<file path="config.mk">
export PLATFORM = sky130hd
export DESIGN_NAME = bla_exec
export DESIGN_NICKNAME = d
export VERILOG_FILES = /design/src/hw/bla_pkg.sv /design/src/hw/bla_exec.sv
export SDC_FILE = /design/constraint.sdc
export NUM_CORES = 1
export LEC_CHECK = 0
export BUFFER_PORTS_ARGS = -buffer_cell sky130_fd_sc_hd__buf_2
export CAP_MARGIN = 25
export CORE_MARGIN = 5
export CORE_UTILIZATION = 51
export CTS_BUF_LIST = sky130_fd_sc_hd__clkbuf_4 sky130_fd_sc_hd__clkbuf_8
export DETAILED_ROUTE_END_ITERATION = 12
export MAX_ROUTING_LAYER = met4
export PLACE_DENSITY = 0.78
export SYNTH_ARGS = -nofsm -noshare
export SYNTH_HDL_FRONTEND = slang
export SYNTH_SLANG_ARGS = --single-unit
</file>
<file path="constraint.sdc">
create_clock -name i_clock -period 3.4 [get_ports i_clock]
set_input_delay 0.17 -clock i_clock [delete_from_list [all_inputs] [get_ports i_clock]]
set_output_delay 0.17 -clock i_clock [all_outputs]
set_load 0.005 [all_outputs]
</file>
<file path="src/hw/bla_pkg.sv">
// constants and types for the bit, logic and add instruction executor
// assumes a 14-bit opcode word and a 128-entry file register space
package bla_pkg;

   // data path widths
   localparam int OPCODE_W = 14;
   localparam int DATA_W = 8;
   localparam int FADDR_W = 7;
   localparam int BIDX_W = 3;
   localparam int PORT_COUNT = 2;
   localparam int PINS_W = PORT_COUNT * DATA_W;

   // opcode field positions
   localparam int OP_CLASS_HI = 13;
   localparam int OP_CLASS_LO = 12;
   localparam int OP_BITOP_HI = 11;
   localparam int OP_BITOP_LO = 10;
   localparam int OP_BIDX_HI = 9;
   localparam int OP_BIDX_LO = 7;
   localparam int OP_DEST_BIT = 7;
   localparam int OP_SEL_HI = 13;
   localparam int OP_SEL_LO = 8;

   // opcode encodings
   localparam logic [1:0] CLASS_BIT = 2'h1;
   localparam logic [1:0] BITOP_CLEAR = 2'h0;
   localparam logic [1:0] BITOP_SET = 2'h1;
   localparam logic [1:0] BITOP_SKIP_CLR = 2'h2;
   localparam logic [1:0] BITOP_SKIP_SET = 2'h3;
   localparam logic [5:0] SEL_ADD_ACC_FILE = 6'h07;
   localparam logic [5:0] SEL_AND_ACC_FILE = 6'h05;
   localparam logic [5:0] SEL_AND_LITERAL = 6'h39;
   localparam logic [13:0] OPC_WATCHDOG_CLEAR = 14'h0064;
   localparam logic DEST_ACC = 1'b0;

   // special file register addresses
   localparam logic [6:0] ADDR_TIMER0 = 7'h01;
   localparam logic [6:0] ADDR_PORT_A = 7'h05;
   localparam logic [6:0] ADDR_PORT_B = 7'h06;

   // register map, byte addresses
   localparam int AVS_ADDR_W = 4;
   localparam logic [3:0] REG_CTRL = 4'h0;
   localparam logic [3:0] REG_STATUS = 4'h4;
   localparam logic [3:0] REG_ACC = 4'h8;
   localparam logic [3:0] REG_COUNT = 4'hc;

   // control register fields and reset value
   localparam int CTRL_W = 2;
   localparam int CTRL_PRESCALE_TMR0 = 0;
   localparam int CTRL_EXEC_EN = 1;
   localparam logic [1:0] CTRL_RESET = 2'h2;

   // status register fields
   localparam int ST_CARRY = 0;
   localparam int ST_NIBBLE = 1;
   localparam int ST_ZERO = 2;
   localparam int ST_POWER_DOWN = 3;
   localparam int ST_WDT_EXPIRY = 4;
   localparam int ST_SKIP_PEND = 5;
   localparam int ST_W = 6;

   // reset values
   localparam logic [7:0] ACC_RESET = 8'h00;
   localparam logic FLAG_TO_RESET = 1'b1;
   localparam logic FLAG_PD_RESET = 1'b1;

   typedef enum logic [0:0] {ST_FETCH, ST_EXEC} bla_state_type;

endpackage

</file>
<file path="src/hw/bla_exec.sv">
// executes bit clear/set, bit-test skips, add and and forms, watchdog clear
// assumes the file register port answers combinationally on o_file_addr
// and that port pin levels arrive asynchronously
//
// Contract
// - bit clear forces chosen bit of addressed file register to zero, flags kept
// - bit set forces chosen bit of addressed file register to one, flags kept
// - add of accumulator and file register updates carry, nibble and zero flags
// - destination bit 0 writes accumulator, 1 writes file register back
// - and with literal writes accumulator, only zero flag changes
// - and with file register follows destination bit, only zero flag changes
// - skip-if-clear discards next instruction when tested bit is zero
// - skip-if-set discards next instruction when tested bit is one
// - watchdog clear resets watchdog count and its prescaler; the code pulses o_watchdog_clear only, never o_prescaler_clear
// - watchdog clear sets watchdog expiry and power down flags to one
// - bit ops decode as 01, two-bit op, three-bit index, seven-bit address
// - read-modify-write of a port register reads the pin levels
// - writing timer zero clears prescaler when it is assigned there
module bla_exec (
   // clock and reset
   input wire logic i_clock,
   input wire logic i_reset,
   // instruction issue
   input wire logic i_instr_valid,
   input wire logic [13:0] i_instr,
   output logic o_instr_ready,
   // file register port
   output logic [6:0] o_file_addr,
   input wire logic [7:0] i_file_rdata,
   output logic o_file_we,
   output logic [7:0] o_file_wdata,
   // port pin levels
   input wire logic [15:0] i_port_pins,
   // core side effects
   output logic [7:0] o_acc,
   output logic [5:0] o_status,
   output logic o_skip,
   output logic o_watchdog_clear,
   output logic o_prescaler_clear,
   // avalon-mm slave
   input wire logic [3:0] i_avs_address,
   input wire logic i_avs_read,
   input wire logic i_avs_write,
   input wire logic [31:0] i_avs_writedata,
   input wire logic [3:0] i_avs_byteenable,
   output logic [31:0] o_avs_readdata,
   output logic o_avs_waitrequest
);

   typedef struct packed {
      logic [15:0] pins_meta;
      logic [15:0] pins_sync;
      bla_pkg::bla_state_type state;
      logic [13:0] opcode;
      logic skip_pend;
      logic [7:0] acc;
      logic carry;
      logic nibble;
      logic zero;
      logic wdt_expiry;
      logic power_down;
      logic instr_ready;
      logic [6:0] file_addr;
      logic file_we;
      logic [7:0] file_wdata;
      logic skip;
      logic wdt_clear;
      logic pre_clear;
      logic [1:0] ctrl;
      logic [31:0] count;
      logic avs_wait;
      logic [31:0] avs_rdata;
   } bla_core_type;

   bla_core_type q;
   bla_core_type d;

   // decode of the held opcode
   logic [1:0] op_class;
   logic [1:0] bit_op;
   logic [2:0] bit_idx;
   logic [5:0] op_sel;
   logic dest_file;
   logic [7:0] literal;
   logic is_bit_op;
   logic is_add_file;
   logic is_and_file;
   logic is_and_lit;
   logic is_wdt_clear;

   // operand and results
   logic [7:0] operand;
   logic [7:0] bit_mask;
   logic [8:0] add_sum;
   logic [4:0] nibble_sum;
   logic [7:0] and_file;
   logic [7:0] and_lit;
   logic tested_bit;
   logic [7:0] status_word;

   assign op_class = q.opcode[bla_pkg::OP_CLASS_HI:bla_pkg::OP_CLASS_LO];
   assign bit_op = q.opcode[bla_pkg::OP_BITOP_HI:bla_pkg::OP_BITOP_LO];
   assign bit_idx = q.opcode[bla_pkg::OP_BIDX_HI:bla_pkg::OP_BIDX_LO];
   assign op_sel = q.opcode[bla_pkg::OP_SEL_HI:bla_pkg::OP_SEL_LO];
   assign dest_file = q.opcode[bla_pkg::OP_DEST_BIT];
   assign literal = q.opcode[7:0];

   assign is_bit_op = (op_class == bla_pkg::CLASS_BIT);
   assign is_add_file = (op_sel == bla_pkg::SEL_ADD_ACC_FILE);
   assign is_and_file = (op_sel == bla_pkg::SEL_AND_ACC_FILE);
   assign is_and_lit = (op_sel == bla_pkg::SEL_AND_LITERAL);
   assign is_wdt_clear = (q.opcode == bla_pkg::OPC_WATCHDOG_CLEAR);

   // port registers read back the synchronised pins
   always_comb begin
      if (q.file_addr == bla_pkg::ADDR_PORT_A) begin
         operand = q.pins_sync[7:0];
      end else if (q.file_addr == bla_pkg::ADDR_PORT_B) begin
         operand = q.pins_sync[15:8];
      end else begin
         operand = i_file_rdata;
      end
   end

   // one-hot mask of the selected bit
   genvar gi;
   generate
      for (gi = 0; gi < bla_pkg::DATA_W; gi++) begin : g_mask
         assign bit_mask[gi] = (bit_idx == 3'(gi));
      end
   endgenerate

   assign add_sum = {1'b0, q.acc} + {1'b0, operand};
   assign nibble_sum = {1'b0, q.acc[3:0]} + {1'b0, operand[3:0]};
   assign and_file = q.acc & operand;
   assign and_lit = q.acc & literal;
   assign tested_bit = |(operand & bit_mask);

   always_comb begin
      status_word = 8'h00;
      status_word[bla_pkg::ST_CARRY] = q.carry;
      status_word[bla_pkg::ST_NIBBLE] = q.nibble;
      status_word[bla_pkg::ST_ZERO] = q.zero;
      status_word[bla_pkg::ST_POWER_DOWN] = q.power_down;
      status_word[bla_pkg::ST_WDT_EXPIRY] = q.wdt_expiry;
      status_word[bla_pkg::ST_SKIP_PEND] = q.skip_pend;
   end

   always_comb begin
      d = q;
      d.pins_meta = i_port_pins;
      d.pins_sync = q.pins_meta;
      d.file_we = 1'b0;
      d.skip = 1'b0;
      d.wdt_clear = 1'b0;
      d.pre_clear = 1'b0;

      case (q.state)
         bla_pkg::ST_FETCH: begin
            if (q.instr_ready && i_instr_valid) begin
               d.instr_ready = 1'b0;
               d.count = q.count + 32'h0000_0001;
               if (q.skip_pend) begin
                  // discarded word runs as a no-operation cycle
                  d.skip_pend = 1'b0;
                  d.opcode = 14'h0000;
                  d.skip = 1'b1;
               end else begin
                  d.opcode = i_instr;
                  d.file_addr = i_instr[6:0];
               end
               d.state = bla_pkg::ST_EXEC;
            end else begin
               d.instr_ready = q.ctrl[bla_pkg::CTRL_EXEC_EN];
            end
         end
         bla_pkg::ST_EXEC: begin
            d.state = bla_pkg::ST_FETCH;
            d.instr_ready = q.ctrl[bla_pkg::CTRL_EXEC_EN];
            if (is_bit_op) begin
               case (bit_op)
                  bla_pkg::BITOP_CLEAR: begin
                     d.file_we = 1'b1;
                     d.file_wdata = operand & ~bit_mask;
                  end
                  bla_pkg::BITOP_SET: begin
                     d.file_we = 1'b1;
                     d.file_wdata = operand | bit_mask;
                  end
                  bla_pkg::BITOP_SKIP_CLR: begin
                     d.skip_pend = ~tested_bit;
                  end
                  bla_pkg::BITOP_SKIP_SET: begin
                     d.skip_pend = tested_bit;
                  end
                  default: begin
                     d.skip_pend = 1'b0;
                  end
               endcase
            end else if (is_add_file) begin
               d.carry = add_sum[8];
               d.nibble = nibble_sum[4];
               d.zero = (add_sum[7:0] == 8'h00);
               if (dest_file == bla_pkg::DEST_ACC) begin
                  d.acc = add_sum[7:0];
               end else begin
                  d.file_we = 1'b1;
                  d.file_wdata = add_sum[7:0];
               end
            end else if (is_and_file) begin
               d.zero = (and_file == 8'h00);
               if (dest_file == bla_pkg::DEST_ACC) begin
                  d.acc = and_file;
               end else begin
                  d.file_we = 1'b1;
                  d.file_wdata = and_file;
               end
            end else if (is_and_lit) begin
               d.acc = and_lit;
               d.zero = (and_lit == 8'h00);
            end else if (is_wdt_clear) begin
               d.wdt_clear = 1'b1;
               d.wdt_expiry = 1'b1;
               d.power_down = 1'b1;
            end
            // timer zero written while the shared prescaler serves it
            if (d.file_we && (q.file_addr == bla_pkg::ADDR_TIMER0)
                  && q.ctrl[bla_pkg::CTRL_PRESCALE_TMR0]) begin
               d.pre_clear = 1'b1;
            end
         end
         default: begin
            d.state = bla_pkg::ST_FETCH;
         end
      endcase

      // avalon slave: one wait cycle, then the transfer completes
      if ((i_avs_read || i_avs_write) && q.avs_wait) begin
         d.avs_wait = 1'b0;
         case (i_avs_address)
            bla_pkg::REG_CTRL: d.avs_rdata = {30'h0000_0000, q.ctrl};
            bla_pkg::REG_STATUS: d.avs_rdata = {24'h00_0000, status_word};
            bla_pkg::REG_ACC: d.avs_rdata = {24'h00_0000, q.acc};
            bla_pkg::REG_COUNT: d.avs_rdata = q.count;
            default: d.avs_rdata = 32'h0000_0000;
         endcase
      end else begin
         d.avs_wait = 1'b1;
      end
      if (i_avs_write && !q.avs_wait && i_avs_byteenable[0]) begin
         if (i_avs_address == bla_pkg::REG_CTRL) begin
            d.ctrl = i_avs_writedata[1:0];
         end else if (i_avs_address == bla_pkg::REG_COUNT) begin
            d.count = 32'h0000_0000;
         end
      end
   end

   always_ff @(posedge i_clock) begin
      if (i_reset) begin
         q.pins_meta <= 16'h0000;
         q.pins_sync <= 16'h0000;
         q.state <= bla_pkg::ST_FETCH;
         q.opcode <= 14'h0000;
         q.skip_pend <= 1'b0;
         q.acc <= bla_pkg::ACC_RESET;
         q.carry <= 1'b0;
         q.nibble <= 1'b0;
         q.zero <= 1'b0;
         q.wdt_expiry <= bla_pkg::FLAG_TO_RESET;
         q.power_down <= bla_pkg::FLAG_PD_RESET;
         q.instr_ready <= 1'b0;
         q.file_addr <= 7'h00;
         q.file_we <= 1'b0;
         q.file_wdata <= 8'h00;
         q.skip <= 1'b0;
         q.wdt_clear <= 1'b0;
         q.pre_clear <= 1'b0;
         q.ctrl <= bla_pkg::CTRL_RESET;
         q.count <= 32'h0000_0000;
         q.avs_wait <= 1'b1;
         q.avs_rdata <= 32'h0000_0000;
      end else begin
         q <= d;
      end
   end

   assign o_instr_ready = q.instr_ready;
   assign o_file_addr = q.file_addr;
   assign o_file_we = q.file_we;
   assign o_file_wdata = q.file_wdata;
   assign o_acc = q.acc;
   assign o_status = status_word[5:0];
   assign o_skip = q.skip;
   assign o_watchdog_clear = q.wdt_clear;
   assign o_prescaler_clear = q.pre_clear;
   assign o_avs_readdata = q.avs_rdata;
   assign o_avs_waitrequest = q.avs_wait;

endmodule

</file>
# Word-level counts from Yosys, hierarchy flattened
# Index checks and enable logic that the tools add are counted.
# word_totals
ff_bits	146
input_bits	83
out_inout_bits	67
elab_cells	126
# classes
n_addsub	3
n_eq_ne	30
mux	35
bitwise	11
reduce_logical	27
# op_table
cell	count
$mux 32	5
$pmux 32 s4	1
$mux 8	7
$mux 9	6
$add 32x1->32 const B	1
$and 8x8->8	4
$logic_not 8->1	3
$pmux 9 s2	1
$mux 16	1
$eq 14x7->1 const B	1
$eq 7x3->1 const B	2
$mux 14	1
$eq 3x3->1 const B	4
$eq 6x3->1 const B	2
$reduce_and 3->1	4
$reduce_and 5->1	2
$add 8x8->9	1
$mux 1	9
$eq 4x4->1 const B	2
$ne 4x4->1 const B	2
$not 8->8	1
$or 8x8->8	1
$pmux 1 s2	4
$reduce_or 8->1	1
25 further kinds	40

# Logic depth before layout (Yosys ltp)
# Gate-level depths: netlist of run 1.
# logic_depth
depth_word	12
mapped_depth	15
mapped_depth_nobuf	13

# Worst setup path before layout of run 1
# OpenSTA, ideal clock, no wires.
# synth_timing
path_kind	register -> register
startpoint	reg q, in the netlist o_file_addr[6]
endpoint	reg q, in the netlist o_file_wdata[6]
arrival_ns	3.108
setup_slack_ns	0.201
path_stages_with_launch	14
path_buffers	2
period_less_slack_ns	3.199
path_cell_list	dfxtp_1 or4_1 buf_2 buf_2 nor4b_1 nor4b_2 ha_1 nor2b_1 o21ai_0 a21bo_2 a21oi_1 a211oi_1 a22oi_1 a311oi_1
# synth_via
elab_chain_len	9
# synth_lines
item	line_no	rtl
start, declared	bla_exec.sv:75	bla_core_type q;
$eq 7x3->1	bla_exec.sv:118	end else if (q.file_addr == bla_pkg::ADDR_PORT_B) begin
$mux 8	bla_exec.sv:118	
$mux 8 *	bla_exec.sv:116	if (q.file_addr == bla_pkg::ADDR_PORT_A) begin
parallel branches: the longest is 4 deep, another holds $add 8x8->9	n/a	
$mux 9 *	bla_exec.sv:180	if (is_bit_op) begin
$mux 9 *	bla_exec.sv:158	case (q.state)
# Mark *: on every way between the ends. The select of a mux whose other input is x is not followed.
# A chain may end at the register's enable or synchronous reset.

# Worst setup path after layout of run 1
# layout_timing
startpoint	reg q, in the netlist o_file_addr[6]
endpoint	reg q, in the netlist o_file_wdata[5]
# The elaborated chain is that of the path after synthesis.

==> impl_results.md, run 1 <==
- Outcome: complete, no violations
- Critical path arrival: 3.63 ns
- FF-to-FF setup slack: 0.13 ns
- Drt via density: approximately 5.5
- Area growth syn-to-layout: 20.15%
- Die Y: 127.7 um
- Detail Route Antenna Nets: 0
- Total core area: between 0.01 and 0.015 mm2
- Clk slew on worst S/H paths: 0.08 ns
- Clk sink count: ~150
- Clk buf depth: 2
- Post-synth EDFFs: 0
- Hold Crit Endpoint: q[66]
- PwrDens: about 410 mW/mm2
- Site Rows: 43
- Worst-margin pin slew: 0.9664 ns
- Hold Crit Class: primary input to flop
- Pleak: roughly 3.5 nW
- Worst Hold Path Cells: 4
- Max frequency: 305.6 MHz
- Antenna violations before repair: 2
- Reg-to-reg endpoint: o_file_wdata[5]
- Via count: 6169
- Pin count of the biggest net entering global routing: 38
- Commonest non-fill, non-tap cell in the layout: dfxtp_1
- GRT overflow: 0
- Final Net Count: about 1000
- Layout cells sized above 1: 0.2675
- Fill count: 1189
- First-pass GRT wire length: 29610 um
- Final core utilization: 0.6188
- Setup crit end kind: flop
- DRC Markers: 0
- Synthesized area per cell: 8.723 um2
- Hold Vio Cnt, Final: 0
- Layout Skew: 0.01075 ns
- Seq cells post-synth: 146
- MaxCap Viol Count: 0
- Final setup viols: 0
- Initial Util: 0.5150
- CTS tree: yes
- Critical Path Slowest Stage Cell: or4_4
- Slew Limit Fails: 0
- Crit-path cells: or4_4 -> buf_6 -> nor4b_2 -> buf_4 -> nor4_4 -> ha_1 -> a21o_1 -> a21oi_2 -> o21ai_1 -> a21oi_1 -> xor2_1 -> buf_4 -> o22ai_1 -> o21a_1
- Num CTS Buffers: 17
- Asr flop ratio synth: 0
- Most frequent cells in the layout: dfxtp_1, buf_2, nor2_1
- Hold WS: between 0.02 and 0.03 ns
- Final HPWL DP: roughly 13000 um
- Worst path max stage delay: 0.55 ns
- Die Width: 127.7 um
- PortBufs: ~110
- Primary FF master, synth: dfxtp_1
- Syn Std Cell Area: between 0.007 and 0.008 mm2
- Fin crit share: 0.9626
- Sequential cell area fraction in the yosys report: 0.4137
- Routability cong.: 0.9234
- Critical Path Start Type: flop
- Later-pin clock latency in the skew report: between 0.4 and 0.5 ns
- Vias in the first global route: 5710
- Cell mode on critical path: buf_4
- Critical setup path kind: flop to flop
- Synthesis Warnings: 0
- Max VDD drop: 0.2661 mV
- Required @ worst endpoint: 3.76 ns
- Placed Cells: about 1000
- Crit Path Max Fanout: 6
- Pre-antenna DRT Iters: 7
- Share of the synthesized area in the top cell type: 0.4137
- 1st-iter DRT viols: 530
- Yosys top cell by area: dfxtp_1
- DR WL/cell: 16.91 um
- Drt total wl: 18820 um
- Die footprint: 0.01631 mm2
- Slew margin rel.: 0.3537
- Ports: 150
- CTS Root Cell: clkbuf_8
- H-tree depth reported by CTS: 4
- Hold_sp: i_avs_writedata[1]
- Tmin final: 3.273 ns
- Yosys cell types: 74
- Finished Layout Cells: roughly 1100
- Post-Synthesis Cells: 810
- GRT Util Overall: 0.2348
- R2R depth: 14
- Synth top area cells: dfxtp_1, buf_4, nor2_1, a22oi_1, nor2b_1
- Worst R2R Start: o_file_addr[6]
[where the power goes]
| part | internal [mW] | total (mW) | switching (mW) |
|---|---|---|---|
| sequential | 1.74 | 1.78 | 0.0321 |
| combinational | 0.167 | 0.364 | 0.197 |
| clock | 0.698 | 1.34 | 0.642 |
[sequential cells by signal (all words and copies together) (netlist names), 2 cells and up]
register        cells
q                  51
o_avs_readdata     32
d                  16
o_acc               8
o_file_wdata        8
literal             7
o_file_addr         7
o_status            4
bit_idx             3
bit_op              2
op_class            2
[per-stage QoR]
stage / setup slack (ns) / power (mW) / cell area (um2) / setup TNS, ns
after floorplan: 0.2015 / 1.996 / 7069 / 0
after global placement: 0.04865 / 2.112 / 7574 / 0
after detailed placement: -0.009948 / 2.115 / 7574 / -0.009948
after CTS: 0.006138 / 3.464 / 8269 / 0
after global routing: -0.03147 / 3.609 / 8489 / -0.04971
final: 0.1273 / 3.480 / 8489 / 0
[routing by layer]
layer	vias to the layer above	global-route usage	routed length, um
met5	-	-	0
met4	0	0.07241	503
met3	43	0.06042	1297
met2	197	0.3496	8620
met1	2906	0.3153	8400
li1	3023	-	-
[final cells by class]
type                       count  area [um2]  area share
inverter                      18       67.56    0.007959
antenna                        2       5.005   0.0005895
tap                          180       225.2     0.02653
clock inverter                 9       107.6     0.01267
timing repair buffer         195        1257      0.1481
clock buffer                  22       277.8     0.03272
sequential                   146        2924      0.3444
multi-input combinational    541        3625      0.4270
[worst max-delay path, delay by kind of cell, from the launching register on]
family                     cells  cell delay, ns
buffers and inverters          3            0.50
DFF                            1            0.33
AOI/OAI and AO/OA              6            0.91
and+or+nand+nor                3            0.89
adders and majority gates      1            0.29
xor gates and xnor gates       1            0.26
[logic make-up after synthesis]
| kind of cell | Yosys count | synth area share |
|---|---|---|
| other | 1 | 0.0005307 |
| muxes | 16 | 0.02745 |
| adders and majority gates | 10 | 0.01877 |
| DFF | 146 | 0.4137 |
| AOI/OAI and AO/OA | 158 | 0.1546 |
| and+or+nand+nor | 323 | 0.2430 |
| buffers and inverters | 124 | 0.1024 |
| xor gates and xnor gates | 32 | 0.03967 |
[cells in the mapped netlist, drive strengths merged, types with 3 or more instances]
master  count
nor4b      10
o22ai       4
xnor2      14
nand2      54
inv        18
mux2        7
buf        70
or3         9
a211oi      9
nor3b       3
and2        3
a32oi       3
xor2       18
mux2i       7
a22oi      31
dfxtp     146
nor3       26
a22o       16
ha          9
and4        4
nand3      20
a21oi      37
nand2b     15
nand4      10
a21o        3
nor2      106
or4         3
o32ai       7
nor4       12
and3        5
clkbuf     36
o211ai      4
nor2b      34
or2         4
o21ai      22
a311oi      4
[how the worst max path moves through the flow]
stage / from / cells past startpoint / endpoint / slack, ns
finish: o_file_addr[6] / 14 / o_file_wdata[5] / 0.13
global route: o_file_addr[6] / 13 / o_status[2] / -0.03
CTS: o_file_addr[6] / 13 / o_status[2] / 0.006
detailed placement: o_file_addr[6] / 15 / o_file_wdata[4] / -0.01
global placement: o_file_addr[6] / 13 / o_status[2] / 0.05
floorplan: o_file_addr[6] / 13 / o_file_wdata[6] / 0.20
[repair_timing]
| item | CTS | global route |
|---|---|---|
| endpoints found under the hold margin | 38 | 0 |
| setup buffers | 0 | 2 |
| gates resized for setup | 1 | 30 |
| cloned | 0 | 1 |
| setup endpoints to repair | 1 | 10 |
| pin swaps | 0 | 8 |
| hold buffers | 31 | 0 |
Power figures use the tool's default switching activity.
==> run 2: changes to the inputs <==
Settings changed: CORE_ASPECT_RATIO from default to 1.75, PLACE_DENSITY 0.78 to default, PLACE_DENSITY_LB_ADDON from default to 0.15.
==> impl_results.md, run 2 (same netlist as run 1, synthesis figures left out) <==
- PwrDens: 418.4 mW/mm2 (was 409.9 mW/mm2)
- GRT Util Overall: 0.2646 (was 0.2348)
- Total power: 3.642 mW (was 3.480 mW)
- Setup crit end kind: flop (unchanged)
- Placed cell areas: 0.007601 mm2 (was 0.007574 mm2)
- Tmin final: 3.368 ns (was 3.273 ns)
- Layout Skew: 0.01423 ns (was 0.01075 ns)
- Clk sink count: 146 (unchanged)
- Die footprint: 0.01640 mm2 (was 0.01631 mm2)
- CTS tree: yes (unchanged)
- Fill count: 1221 (was 1189)
- Max FFs per register: 51 (unchanged)
- 1st-iter DRT viols: 322 (was 530)
- Critical path arrival: 3.72 ns (was 3.63 ns)
- Max VDD drop: 0.3634 mV (was 0.2661 mV)
- Largest Register: q (unchanged)
- Initial Util: 0.5133 (was 0.5150)
- Final HPWL DP: 15660 um (was 13080 um)
- GRT overflow: 0 (unchanged)
- Crit Path Max Fanout: 5 (was 6)
- Hold Crit Class: primary input to flop (unchanged)
- Die Y: 165.7 um (was 127.7 um)
- Clk slew on worst S/H paths: 0.09 ns (was 0.08 ns)
- Pleak: 3.596 nW (was 3.464 nW)
- Drt total wl: 21220 um (was 18820 um)
- Num CTS Buffers: 17 (unchanged)
- Pre-antenna DRT Iters: 5 (was 7)
- RSZ-0062 raised after global routing: true
- DRC Markers: 0 (unchanged)
- Final core utilization: 0.6324 (was 0.6188)
- Vias in the first global route: 6477 (was 5710)
- PortBufs: 114 (unchanged)
- Hold Vio Cnt, Final: 0 (unchanged)
- Critical setup path kind: flop to flop (unchanged)
- Worst-margin pin slew: 0.7233 ns (was 0.9664 ns)
- Die Width: 98.98 um (was 127.7 um)
- MaxCap Viol Count: 0 (unchanged)
- Area growth syn-to-layout: 23.20% (was 20.15%)
- Later-pin clock latency in the skew report: 0.45 ns (was 0.46 ns)
- CTS Root Cell: clkbuf_8 (unchanged)
- Clk buf depth: 2 (unchanged)
- Total core area: 0.01376 mm2 (was 0.01372 mm2)
- Antenna violations before repair: 0 (was 2)
- Critical Path Start Type: flop (unchanged)
- Detail Route Antenna Nets: 0 (unchanged)
- Worst slack at placement: -0.1734 ns (was -0.009948 ns)
- FF-to-FF setup slack: 0.03 ns (was 0.13 ns)
- Setup WS post-layout: 0.03218 ns (was 0.1273 ns)
- Required @ worst endpoint: 3.75 ns (was 3.76 ns)
- Slew margin rel.: 0.5152 (was 0.3537)
- Outcome: complete, no violations (unchanged)
- Fin crit share: 0.9905 (was 0.9626)
- Multi-input gate area: 0.003715 mm2 (was 0.003625 mm2)
- Routability cong.: 0.8998 (was 0.9234)
- Seq. cell area: 0.002925 mm2 (was 0.002924 mm2)
- Commonest non-fill, non-tap cell in the layout: dfxtp_1 (unchanged)
- Site Rows: 57 (was 43)
- First-pass GRT wire length: 33620 um (was 29610 um)
- Drt via density: 5.635 (was 5.543)
- DR WL/cell: 18.94 um (was 16.91 um)
- Most frequent cells in the layout: dfxtp_1, buf_2, nor2_1 (unchanged)
- Pin count of the biggest net entering global routing: 38 (unchanged)
- Layout cells sized above 1: 0.2906 (was 0.2675)
- Max frequency: 296.9 MHz (was 305.6 MHz)
- Ports: 150 (unchanged)
- Slew Limit Fails: 0 (unchanged)
- Via count: 6311 (was 6169)
- Number of inserted diodes: 0 (was 2)
- Final Net Count: 1023 (was 1012)
- Finished Cell Area: 0.008705 mm2 (was 0.008489 mm2)
- Final setup viols: 0 (unchanged)
- H-tree depth reported by CTS: 4 (unchanged)
==> run 2: layout make-up <==
type                       instances  share of cell area
multi-input combinational        541              0.4268
clock buffer                      19             0.03004
clock inverter                    13             0.01840
sequential                       146              0.3361
tap                              177             0.02544
timing repair buffer             206              0.1555
inverter                          18            0.007762
==> run 2: worst paths after layout <==
| kind | startpoint | endpoint | cells past startpoint |
|---|---|---|---|
| setup reg to reg | o_file_addr[6] | o_status[2] | 13 |
| setup / recovery | o_file_addr[6] | o_status[2] | 13 |
| hold / removal | i_reset | o_avs_readdata[26] | 2 |
| hold reg to reg | d[126] | q[126] | 1 |
==> run 2: timing repair <==
| action | CTS | global route |
|---|---|---|
| hold endpoints to repair | 34 | 0 |
| hold buffers | 31 | 0 |
| cloned | 0 | 0 |
| pin swaps | 1 | 19 |
| endpoints found under the setup margin | 8 | 10 |
| gates resized for setup | 11 | 41 |
| buffers inserted | 1 | 9 |
==> run 2: power by group <==
part,switching (mW),internal (mW),total (mW)
clock network,0.742,0.720,1.46
logic,0.218,0.187,0.405
registers,0.0318,1.74,1.78
==> run 2: critical path, stage by stage, from the launching register on <==
cell	delay, ns
dfxtp_2	0.36
or4_4	0.60
buf_6	0.17
o32a_1	0.35
nand3_2	0.11
inv_1	0.07
ha_1	0.19
or3_4	0.41
nor2_1	0.09
o21ai_1	0.09
o211a_1	0.14
xor2_1	0.16
nand2b_1	0.18
o41ai_4	0.34
==> run 2: through the flow <==
stage          TNS, ns  cells  hold WS, ns
3_5_place_dp   -0.3464   1047       0.3842
2_1_floorplan        0    811       0.2982
3_3_place_gp   -0.1846   1047       0.3763
5_1_grt        -0.2736   1120      0.04413
6_report             0   1120      0.04062
4_1_cts              0   1111      0.03148
==> run 2: per-layer routing <==
| layer | track usage | routed length, um | part of all wire |
|---|---|---|---|
| met1 | 0.2737 | 7715 | 0.36 |
| met2 | 0.4857 | 11770 | 0.55 |
| met3 | 0.03283 | 821 | 0.039 |
| met4 | 0.1225 | 907 | 0.043 |
| met5 | - | 0 | 0 |
==> run 3: changes to the inputs <==
Settings changed: PLACE_DENSITY from default to 0.78, PLACE_DENSITY_LB_ADDON 0.15 to default.
==> impl_results.md, run 3 (same netlist as run 1, synthesis figures left out) <==
- Slew margin rel.: 0.3002 (was 0.5152)
- Layout cells sized above 1: 0.2677 (was 0.2906)
- Crit Path Max Fanout: 6 (was 5)
- Failing checks: setup timing
- 1st-iter DRT viols: 366 (was 322)
- GRT Util Overall: 0.2627 (was 0.2646)
- CTS tree: yes (unchanged)
- Outcome: complete, but fails checks (was complete, no violations)
- Setup crit start: o_file_addr[6] (unchanged)
- Pleak: 3.475 nW (was 3.596 nW)
- Seq. cell area: 0.002923 mm2 (was 0.002925 mm2)
- Drt via density: 5.782 (was 5.635)
- Pin count of the biggest net entering global routing: 36 (was 38)
- Slew Limit Fails: 0 (unchanged)
- Max frequency: 292.9 MHz (was 296.9 MHz)
- Ports: 150 (unchanged)
- Tmin final: 3.414 ns (was 3.368 ns)
- GRT overflow: 0 (unchanged)
- Reg-to-reg endpoint: o_status[2] (unchanged)
- Critical setup path kind: flop to flop (unchanged)
- Area growth syn-to-layout: 20.28% (was 23.20%)
- CTS Root Cell: clkbuf_8 (unchanged)
- Total power: 3.595 mW (was 3.642 mW)
- Vias in the first global route: 6397 (was 6477)
- Worst R2R Start: o_file_addr[6] (unchanged)
- Critical Path Start Type: flop (unchanged)
- Die Width: 98.98 um (unchanged)
- Later-pin clock latency in the skew report: 0.45 ns (about the same)
- Number of inserted diodes: 0 (unchanged)
- MaxCap Viol Count: 0 (unchanged)
- Num CTS Buffers: 17 (unchanged)
- Detail Route Antenna Nets: 0 (unchanged)
- Layout Skew: 0.01594 ns (was 0.01423 ns)
- Via count: 6424 (was 6311)
- Final HPWL DP: 15330 um (was 15660 um)
- Fin crit share: 1.004 (was 0.9905)
- First-pass GRT wire length: 33190 um (was 33620 um)
- Setup WS post-layout: -0.01395 ns (was 0.03218 ns)
- Required @ worst endpoint: 3.76 ns (was 3.75 ns)
- Critical path destination: o_status[2] (unchanged)
- Die Y: 165.7 um (unchanged)
- Initial Util: 0.5133 (unchanged)
- DRC Markers: 0 (unchanged)
- Max FFs per register: 51 (unchanged)
- Final setup viols: 1 (was 0)
- Site Rows: 57 (unchanged)
- Max VDD drop: 0.2041 mV (was 0.3634 mV)
- PortBufs: 114 (unchanged)
- Hold Vio Cnt, Final: 0 (unchanged)
- Clk slew on worst S/H paths: 0.09 ns (about the same)
- Multi-input gate area: 0.003595 mm2 (was 0.003715 mm2)
- Critical path arrival: 3.77 ns (was 3.72 ns)
- Final Net Count: 1014 (was 1023)
- Worst slack at placement: 0.01963 ns (was -0.1734 ns)
- DR WL/cell: 19.25 um (was 18.94 um)
- Finished Cell Area: 0.008498 mm2 (was 0.008705 mm2)
- Hold WS: 0.06876 ns (was 0.04062 ns)
- PwrDens: 423.0 mW/mm2 (was 418.4 mW/mm2)
- Total core area: 0.01376 mm2 (unchanged)
- Routability cong.: 1.002 (was 0.8998)
- Largest Register: q (unchanged)
- Setup crit end kind: flop (unchanged)
- Hold Crit Class: primary input to flop (unchanged)
- Placed cell areas: 0.007609 mm2 (was 0.007601 mm2)
- Worst-margin pin slew: 1.046 ns (was 0.7233 ns)
- Clk sink count: 146 (unchanged)
- RSZ-0062 raised after global routing: true (unchanged)
- FF-to-FF setup slack: -0.01 ns (was 0.03 ns)
- R2R depth: 13 (unchanged)
- Pre-antenna DRT Iters: 5 (unchanged)
- Antenna violations before repair: 0 (unchanged)
- Clk buf depth: 2 (unchanged)
- Commonest non-fill, non-tap cell in the layout: dfxtp_1 (unchanged)
- Drt total wl: 21390 um (was 21220 um)
- Die footprint: 0.01640 mm2 (unchanged)
- H-tree depth reported by CTS: 4 (unchanged)
- Most frequent cells in the layout: dfxtp_1, buf_2, nor2_1 (unchanged)
- Fill count: 1175 (was 1221)
-- run 3: cell types whose count changed in the layout (fill, tap and decap cells not counted), sizes merged --
| cell | previous run | this run |
|---|---|---|
| buf | 175 | 166 |
| bufinv | 2 | 3 |
| clkbuf | 19 | 18 |
| clkinv | 1 | 5 |
| inv | 26 | 22 |
-- run 3: layer usage --
metal / wire (um) / vias to the layer above / share of wire / GRT usage
met5: 0 / - / 0 / -
met3: 1036 / 87 / 0.048 / 0.04588
met2: 11690 / 253 / 0.55 / 0.4742
li1: - / 3011 / - / -
met1: 7336 / 3073 / 0.34 / 0.2560
met4: 1325 / 0 / 0.062 / 0.1546
-- run 3: how the worst min path moves through the flow --
stage / endpoint / start / slack [ns] / cells after the start
global placement: d[118] / i_port_pins[2] / 0.38 / 2
detailed placement: d[117] / i_port_pins[1] / 0.39 / 2
finish: q[66] / i_avs_writedata[1] / 0.07 / 4
floorplan: d[116] / i_port_pins[0] / 0.30 / 1
global route: q[66] / i_avs_writedata[1] / 0.06 / 4
CTS: q[66] / i_avs_writedata[1] / 0.05 / 4
-- run 3: repair_timing --
item,4_1_cts,5_1_grt
gates resized for setup,8,17
buffers inserted,0,0
pin swaps,0,6
hold endpoints to repair,37,0
hold buffers,31,0
endpoints found under the setup margin,4,9
-- run 3: through the flow --
step                      std cells  setup TNS [ns]  utilization
after floorplan                 811               0            -
after global placement         1048               0       0.5528
after detailed placement       1048               0       0.5528
after CTS                      1111               0       0.6089
after global routing           1111         -0.3420       0.6174
final                          1111        -0.01395       0.6174
-- run 3: cell type report --
cell class / instances / share of cell area
sequential: 146 / 0.3439
clock inverter: 14 / 0.02105
tap: 177 / 0.02606
multi-input combinational: 541 / 0.4230
inverter: 18 / 0.007951
clock buffer: 18 / 0.02842
timing repair buffer: 197 / 0.1496
-- run 3: worst max-delay path: stages (launching register included) --
cell and delay (ns):
dfxtp_1 0.32, or4_4 0.56, buf_4 0.18, buf_4 0.17, o32ai_2 0.31, nor4_1 0.12
buf_4 0.19, ha_4 0.27, inv_1 0.04, o21ai_0 0.32, a21oi_2 0.13, xor2_2 0.23
nand4_1 0.15, o41ai_2 0.32
-- run 3: power by group --
part           internal [mW]  switching [mW]
combinational          0.166           0.207
clock                  0.746           0.703
sequential              1.74          0.0298
